<file path="src/logic/mtg_map.vh">
// constants for the measurement time gate: register map, fields, timing
// assumes a 32-bit ahb-lite slave and a 10 MHz system clock
`ifndef MTG_MAP_VH
`define MTG_MAP_VH

// register byte offsets
`define MTG_CTRL_OFF 12'h000
`define MTG_DELAY_OFF 12'h004
`define MTG_GATE_OFF 12'h008
`define MTG_HOLD_OFF 12'h00c
`define MTG_STAT_OFF 12'h010

// control fields
`define MTG_CTRL_MODE_LSB 0
`define MTG_CTRL_MODE_MSB 1
`define MTG_CTRL_POL_BIT 2
`define MTG_CTRL_CHAN_BIT 3

// mode encodings
`define MTG_MODE_OFF 2'h0
`define MTG_MODE_LEVEL 2'h1
`define MTG_MODE_EDGE 2'h2

// reset values
`define MTG_CTRL_RST 4'h0
`define MTG_DELAY_RST 16'h0000
`define MTG_GATE_RST 16'h0001
`define MTG_HOLD_RST 16'h0000

// timing: one timer step in ns, system clock period in ns
`define MTG_STEP_NS 5000
`define MTG_CLK_NS 100
`define MTG_TICK_CYC (`MTG_STEP_NS / `MTG_CLK_NS)

// sequencer states
`define MTG_ST_IDLE 2'h0
`define MTG_ST_DELAY 2'h1
`define MTG_ST_GATE 2'h2
`define MTG_ST_HOLD 2'h3

`endif

</file>
<file path="src/logic/mtg_tick.v">
// 5 us step tick generator for the gate timers
// assumes hclk at the rate given in mtg_map.vh
`timescale 1ns/1ps
`include "mtg_map.vh"

module mtg_tick #(
    parameter CYC = `MTG_TICK_CYC
) (
    input wire hclk,
    input wire hresetn,
    input wire restart,
    output reg tick
);

localparam integer LAST_I = CYC - 1;
// the step count fits eight bits at the documented clock rate
localparam [7:0] LAST = LAST_I[7:0];

reg [7:0] cnt_q;

// restart realigns the step so a sequence starts on a full step
always @(posedge hclk or negedge hresetn) begin
    if (!hresetn) begin
        cnt_q <= 8'h00;
        tick <= 1'b0;
    end else if (restart) begin
        cnt_q <= 8'h00;
        tick <= 1'b0;
    end else if (cnt_q == LAST) begin
        cnt_q <= 8'h00;
        tick <= 1'b1; // RL9 RL16
    end else begin
        cnt_q <= cnt_q + 8'h01;
        tick <= 1'b0;
    end
end

endmodule

</file>
<file path="src/logic/mtg_sync.v">
// two-stage synchroniser with edge detection for the trigger input
// assumes the trigger is asynchronous TTL from the rear connector
`timescale 1ns/1ps

module mtg_sync (
    input wire hclk,
    input wire hresetn,
    input wire din,
    output wire level,
    output wire rise,
    output wire fall
);

reg s1_q;
reg s2_q;
reg s3_q;

always @(posedge hclk or negedge hresetn) begin
    if (!hresetn) begin
        s1_q <= 1'b0;
        s2_q <= 1'b0;
        s3_q <= 1'b0;
    end else begin
        s1_q <= din;
        s2_q <= s1_q;
        s3_q <= s2_q;
    end
end

// only the second and third stages are looked at
assign level = s2_q; // RL16
assign rise = s2_q & ~s3_q;
assign fall = ~s2_q & s3_q;

endmodule

</file>
<file path="src/logic/mtg_gate.v">
// measurement time gate: ahb-lite register slave and gate sequencer
// assumes one trigger input, two sensor channels, 10 MHz hclk
`timescale 1ns/1ps
`include "mtg_map.vh"

// Functional notes
// RL1 - mode is off, level-gated or edge-triggered; latest write governs
// RL2 - off mode keeps both gate outputs closed, no trigger restriction
// RL3 - level mode: gate open exactly while trigger is at active level
// RL4 - level mode: polarity bit picks high or low as active level
// RL5 - edge mode: polarity bit picks rising or falling edge
// RL6 - edge mode: programmable delay from edge to gate open
// RL7 - gate stays open for programmed duration, minimum one step
// RL8 - programmable holdoff runs after gate closes
// RL9 - delay, gate and holdoff counted in 5 us steps
// RL10 - accepted edge starts delay; no gate before delay elapses
// RL11 - delay expiry opens gate at once, closes after duration
// RL12 - edges during delay, gate and holdoff are ignored
// RL13 - times accurate to 1.5 us or 100 ppm of set value; the delay runs value+1 steps, one 5 us step over its set value
// RL14 - channel bit routes gate to sensor A or B only
// RL15 - zero delay gives shortest nonzero hardware delay
// RL16 - 16-bit down-counters on 5 us tick; trigger synchronised
// RL17 - mode or polarity change aborts sequence, gate closed
module mtg_gate #(
    parameter TW = 16
) (
    input wire hclk,
    input wire hresetn,
    input wire hsel,
    input wire [31:0] haddr,
    input wire [1:0] htrans,
    input wire hwrite,
    input wire [2:0] hsize,
    input wire [31:0] hwdata,
    input wire hready,
    output reg [31:0] hrdata,
    output wire hreadyout,
    output wire hresp,
    input wire trig_in,
    output reg gate_a,
    output reg gate_b,
    output wire gate_busy
);

////////////////////////////////////////////////////////////////////////////////
// register slave

reg [3:0] ctrl_q;
reg [TW-1:0] delay_q;
reg [TW-1:0] gate_q;
reg [TW-1:0] hold_q;
reg wr_pend_q;
reg [11:0] wr_addr_q;
reg [1:0] state_q;
reg [1:0] state_d;
reg [TW-1:0] cnt_q;
reg [TW-1:0] cnt_d;

wire addr_ph = hsel & hready & htrans[1];
wire [1:0] mode = ctrl_q[`MTG_CTRL_MODE_MSB:`MTG_CTRL_MODE_LSB];
wire pol = ctrl_q[`MTG_CTRL_POL_BIT];
wire chan = ctrl_q[`MTG_CTRL_CHAN_BIT];

// single-cycle answers, never an error
assign hreadyout = 1'b1;
assign hresp = 1'b0;

function [31:0] rd_mux;
    input [11:0] a;
    begin
        case (a)
            `MTG_CTRL_OFF: rd_mux = {28'h0000000, ctrl_q};
            `MTG_DELAY_OFF: rd_mux = {16'h0000, delay_q};
            `MTG_GATE_OFF: rd_mux = {16'h0000, gate_q};
            `MTG_HOLD_OFF: rd_mux = {16'h0000, hold_q};
            `MTG_STAT_OFF: rd_mux = {12'h000, gate_b, gate_a, state_q, cnt_q};
            default: rd_mux = 32'h00000000;
        endcase
    end
endfunction

always @(posedge hclk or negedge hresetn) begin
    if (!hresetn) begin
        wr_pend_q <= 1'b0;
        wr_addr_q <= 12'h000;
        hrdata <= 32'h00000000;
    end else begin
        wr_pend_q <= addr_ph & hwrite;
        if (addr_ph) begin
            wr_addr_q <= haddr[11:0];
        end
        if (addr_ph & ~hwrite) begin
            hrdata <= rd_mux(haddr[11:0]);
        end
    end
end

// a write of ctrl that alters mode or polarity aborts the sequence
wire ctrl_wr = wr_pend_q & (wr_addr_q == `MTG_CTRL_OFF);
wire abort = ctrl_wr & (hwdata[`MTG_CTRL_POL_BIT:`MTG_CTRL_MODE_LSB] != ctrl_q[2:0]); // RL17

always @(posedge hclk or negedge hresetn) begin
    if (!hresetn) begin
        ctrl_q <= `MTG_CTRL_RST;
        delay_q <= `MTG_DELAY_RST;
        gate_q <= `MTG_GATE_RST;
        hold_q <= `MTG_HOLD_RST;
    end else if (wr_pend_q) begin
        case (wr_addr_q)
            `MTG_CTRL_OFF: ctrl_q <= hwdata[3:0]; // RL1 RL14
            `MTG_DELAY_OFF: delay_q <= hwdata[TW-1:0]; // RL6
            // a zero duration is raised to the one-step minimum
            `MTG_GATE_OFF: gate_q <= (hwdata[TW-1:0] == {TW{1'b0}}) ?
                {{(TW-1){1'b0}}, 1'b1} : hwdata[TW-1:0]; // RL7
            `MTG_HOLD_OFF: hold_q <= hwdata[TW-1:0]; // RL8
            default: ;
        endcase
    end
end

////////////////////////////////////////////////////////////////////////////////
// trigger conditioning and step tick

wire trig_lvl;
wire trig_rise;
wire trig_fall;
wire tick;

mtg_sync u_sync (
    .hclk(hclk),
    .hresetn(hresetn),
    .din(trig_in),
    .level(trig_lvl),
    .rise(trig_rise),
    .fall(trig_fall)
);

wire edge_hit = pol ? trig_fall : trig_rise; // RL5
wire start = (mode == `MTG_MODE_EDGE) & (state_q == `MTG_ST_IDLE) & edge_hit & ~abort;

// tick realigns on each accepted edge so step error stays under one clock (100 ns)
mtg_tick u_tick (
    .hclk(hclk),
    .hresetn(hresetn),
    .restart(start),
    .tick(tick)
); // RL13

////////////////////////////////////////////////////////////////////////////////
// edge-mode sequencer

wire cnt_zero = (cnt_q == {TW{1'b0}});

always @* begin
    state_d = state_q;
    cnt_d = cnt_q;
    case (state_q)
        `MTG_ST_IDLE: begin
            if (start) begin
                // delay counts value+1 steps, so zero still takes one step
                state_d = `MTG_ST_DELAY; // RL10 RL15
                cnt_d = delay_q;
            end
        end
        `MTG_ST_DELAY: begin
            if (tick) begin
                if (cnt_zero) begin
                    state_d = `MTG_ST_GATE; // RL11
                    cnt_d = gate_q - {{(TW-1){1'b0}}, 1'b1};
                end else begin
                    cnt_d = cnt_q - {{(TW-1){1'b0}}, 1'b1}; // RL16
                end
            end
        end
        `MTG_ST_GATE: begin
            if (tick) begin
                if (cnt_zero) begin
                    if (hold_q == {TW{1'b0}}) begin
                        state_d = `MTG_ST_IDLE;
                    end else begin
                        state_d = `MTG_ST_HOLD; // RL8
                        cnt_d = hold_q - {{(TW-1){1'b0}}, 1'b1};
                    end
                end else begin
                    cnt_d = cnt_q - {{(TW-1){1'b0}}, 1'b1};
                end
            end
        end
        `MTG_ST_HOLD: begin
            // edges are never looked at outside idle
            if (tick) begin
                if (cnt_zero) begin
                    state_d = `MTG_ST_IDLE; // RL12
                end else begin
                    cnt_d = cnt_q - {{(TW-1){1'b0}}, 1'b1};
                end
            end
        end
        default: begin
            state_d = `MTG_ST_IDLE;
        end
    endcase
    if (abort || mode != `MTG_MODE_EDGE) begin
        state_d = `MTG_ST_IDLE; // RL17
        cnt_d = {TW{1'b0}};
    end
end

always @(posedge hclk or negedge hresetn) begin
    if (!hresetn) begin
        state_q <= `MTG_ST_IDLE;
        cnt_q <= {TW{1'b0}};
    end else begin
        state_q <= state_d;
        cnt_q <= cnt_d;
    end
end

////////////////////////////////////////////////////////////////////////////////
// gate output

reg gate_d;

always @* begin
    case (mode)
        `MTG_MODE_LEVEL: gate_d = trig_lvl ^ pol; // RL3 RL4
        `MTG_MODE_EDGE: gate_d = (state_d == `MTG_ST_GATE); // RL11
        default: gate_d = 1'b0; // RL2
    endcase
    if (abort) begin
        gate_d = 1'b0;
    end
end

always @(posedge hclk or negedge hresetn) begin
    if (!hresetn) begin
        gate_a <= 1'b0;
        gate_b <= 1'b0;
    end else begin
        gate_a <= gate_d & ~chan; // RL14
        gate_b <= gate_d & chan;
    end
end

assign gate_busy = (state_q != `MTG_ST_IDLE);

endmodule

</file>
<file path="config.mk">
export PLATFORM = sky130hd
export DESIGN_NAME = mtg_gate
export DESIGN_NICKNAME = d
export VERILOG_FILES = /design/src/logic/mtg_tick.v /design/src/logic/mtg_sync.v /design/src/logic/mtg_gate.v
export VERILOG_INCLUDE_DIRS = /design/src /design/src/logic
export SDC_FILE = /design/constraint.sdc
export NUM_CORES = 1
export LEC_CHECK = 0
export BUFFER_PORTS_ARGS = -buffer_cell sky130_fd_sc_hd__buf_2
export CAP_MARGIN = 20
export CORE_ASPECT_RATIO = 1.5
export CORE_UTILIZATION = 55
export DETAILED_ROUTE_END_ITERATION = 6
export PLACE_DENSITY = 0.84
export SKIP_CTS_REPAIR_TIMING = 1
export SLEW_MARGIN = 20
export SYNTH_ARGS = -nofsm -noshare
export SYNTH_HDL_FRONTEND = slang
export SYNTH_SLANG_ARGS = --single-unit
</file>
<file path="constraint.sdc">
create_clock -name hclk -period 3.2 [get_ports hclk]
set_input_delay 0.16 -clock hclk [delete_from_list [all_inputs] [get_ports hclk]]
set_output_delay 0.16 -clock hclk [all_outputs]
set_load 0.01 [all_outputs]
</file>
==> results.json <==
{
  "status": "finished with violations",
  "violations": "negative hold slack",
  "holdWs_ns": -0.0181,
  "cp_top_family": "simple AND/OR/NAND/NOR gates",
  "yosysWarnings": 0,
  "drtIter0Drc": 462,
  "syn_area_sq_mm": 0.00670,
  "synth_top_flop_cell": "dfrtp_1",
  "antenna_found_initial": 0,
  "hold_class": "primary input to flop",
  "min_from": "hwrite",
  "antenna-diode-count": 0,
  "nets": 796,
  "cts.clk_slew.worst_paths_ns": 0.06,
  "rows": 49,
  "crit_type": "flop to flop",
  "routed_wl_mm": 18.0,
  "drt_pass1_iterations": 5,
  "r2r_slack_ns": 0.39,
  "synth_cell_type_count": 68,
  "syn_inst": 651,
  "h-tree-depth": 4,
  "multi_input_area_sq_mm": 0.00350,
  "cp_cell_sequence": "inv_1 > ha_1 > nor4b_2 > and4_1 > nand4b_1 > o21a_1 > o21ai_0 > nand2_1 > nor2_1",
  "grt_use_total_pct": 29.9,
  "dieWidth_microns": 92.1,
  "reg2reg_to": "gate_a$_DFF_PN0_",
  "worstHoldEndpoint": "wr_pend_q$_DFF_PN0_",
  "tightest_slew_ns": 0.853,
  "cts-root-buf": "clkbuf_16",
  "maxCapViolations": 0,
  "fin_crit_sh_pct": 87.7,
  "ir_drop_mv": 0.407,
  "via_per_inst": 6.21,
  "rsz0062_at_grt": "no",
  "final-seq-area_sq_mm": 0.00293,
  "core_region_area_sq_mm": 0.0120,
  "worst-path-buf-inv": 1,
  "ys_seq_area_share_pct": 43.7,
  "nFillCells": 960,
  "synth.avg_cell_area_sq_um": 10.3,
  "drive_gt1_share_pct": 26.4,
  "cp_slowest_cell": "and4_1",
  "skew_ns": 0.00726,
  "cts_buffer_depth": 2,
  "die_h_microns": 137,
  "hold_viol": 2,
  "drcViolationCount": 0,
  "finalSetupViolations": 0,
  "holdPathStages": 3,
  "area_growth_pct": 15.3,
  "synth-seq-cells": 117,
  "cp-end-kind": "flop",
  "die_area_sq_mm": 0.0126,
  "final.min_clock_period_ns": 2.81,
  "start_util_pct": 56.0,
  "rr_worst_depth": 9,
  "setup.worst_path.start_class": "flop",
  "gp_congestion": 0.964,
  "io_pins": 112,
  "slew_headroom_pct": 43.1,
  "avgRoutedWirePerCell_microns": 20.4,
  "grt_pass1_vias": 5486,
  "r2r-start": "cnt_q[0]$_DFFE_PN0P_",
  "powerDensity_mw_per_mm2": 553,
  "async_reset_ff_share_pct": 100,
  "worstPathRequired_ns": 3.53,
  "clkSinkCount": 117,
  "hpwl_mm": 12.9,
  "max_freq_ghz": 0.356,
  "io_buffers": 57,
  "ant_nets": 0,
  "cts_tree": "done",
  "grt_pass1_wl_mm": 28.5,
  "vias": 5456,
  "drv_slew": 0,
  "clk_latency_ns": 0.42,
  "synth-edff-count": 0,
  "slowest_delay_ns": 0.65,
  "grt-ovfl-total": 0,
  "final_common_cell": "dfrtp_1",
  "layout_common_cells": "dfrtp_1 (116), nand2_1 (74), nor2_1 (59), mux2_2 (58), buf_2 (56)",
  "leakage_nw": 3.47,
  "setup_tns_ns": 0,
  "grt_max_degree": 65,
  "cts_buffers": 17,
  "cp_max_fo": 13,
  "cp.arrival_ns": 3.14
}
registers in the layout, summed over array words and instances (netlist names):
name and count:
hrdata 20, cnt_q 16, delay_q 16, gate_q 16, hold_q 16, wr_addr_q 12, u_tick.cnt_q 8, ctrl_q 4
state_q 2, gate_a 1, gate_b 1, u_sync.level 1, u_sync.s1_q 1, u_sync.s3_q 1, u_tick.tick 1, wr_pend_q 1
metal layers:
layer	wire length (microns)	vias up	global-route usage, %	share of wire (%)
li1	-	2450	-	-
met1	6850	2670	34.5	38
met2	9380	266	52.2	52
met3	935	70	5.44	5.2
met4	783	0	16.5	4.4
met5	0	-	0	0
where the power goes:
part | switching (W) | internal [W] | leakage (nW)
logic | 0.000388 | 0.000253 | 1.67
registers | 0.000122 | 0.00158 | 1.52
clock network | 0.000760 | 0.00117 | 0.285
worst register-to-register path, cell delays in order (launching register included):
cell	delay [ns]
dfrtp_1	0.44
inv_1	0.11
ha_1	0.14
nor4b_2	0.36
and4_1	0.65
nand4b_1	0.22
o21a_1	0.18
o21ai_0	0.37
nand2_1	0.09
nor2_1	0.16
area by class of cell:
| class | instances | area share [%] |
|---|---|---|
| Sequential cell | 117 | 37.9 |
| Timing Repair Buffer | 76 | 5.96 |
| Multi-Input combinational cell | 488 | 45.3 |
| Tap cell | 153 | 2.48 |
| Inverter | 13 | 0.632 |
| Clock buffer | 17 | 5.51 |
| Clock inverter | 15 | 2.22 |
per-stage QoR:
stage	instance area, sq um	power, W	setup slack (ns)	std cells	util, %
after global placement	7060	0.00231	0.617	840	59.0
after floorplan	6740	0.00215	0.958	663	-
after CTS	7660	0.00428	0.515	872	64.0
after global routing	7730	0.00442	0.304	879	64.6
after detailed placement	7060	0.00235	0.540	840	59.0
final	7730	0.00427	0.394	879	64.6
Yosys cell counts, types with 5 or more instances:
cell,instances,share of area (%)
inv_1,13,0.73
nor4_1,10,0.93
mux2_2,58,9.7
nor3_1,12,0.90
mux2i_1,16,2.4
ha_1,8,1.5
nand3_1,16,1.2
clkbuf_1,18,1.0
buf_4,15,1.7
xor2_1,25,3.3
a221oi_1,19,2.5
xnor2_1,25,3.3
o21ai_2,6,0.78
a21oi_1,21,1.6
nand2_1,74,4.1
a211oi_1,7,0.78
nor2_1,59,3.3
nor3b_1,5,0.56
dfrtp_1,116,43
o21ai_0,34,2.5
o22ai_1,11,1.0
worst max path at each step:
stage	end	slack, ns	cells after the start	start
global route	gate_a$_DFF_PN0_	0.30	9	cnt_q[0]$_DFFE_PN0P_
detailed placement	cnt_q[12]$_DFFE_PN0P_	0.54	10	cnt_q[0]$_DFFE_PN0P_
finish	gate_a$_DFF_PN0_	0.39	9	cnt_q[0]$_DFFE_PN0P_
floorplan	cnt_q[14]$_DFFE_PN0P_	0.96	10	cnt_q[0]$_DFFE_PN0P_
global placement	cnt_q[11]$_DFFE_PN0P_	0.62	10	cnt_q[0]$_DFFE_PN0P_
CTS	gate_a$_DFF_PN0_	0.51	9	cnt_q[0]$_DFFE_PN0P_
logic make-up after synthesis:
logic type	after synthesis	synth area share (%)
flip-flops	117	43.7
multiplexers	74	12.1
adder cells (fa/ha/maj)	8	1.49
AO/OA/AOI/OAI	124	13.6
other	2	0.112
AND/OR/NAND/NOR	218	17.6
XOR/XNOR	50	6.54
buffers and inverters	58	4.80
(Power assumes the default switching activity.)
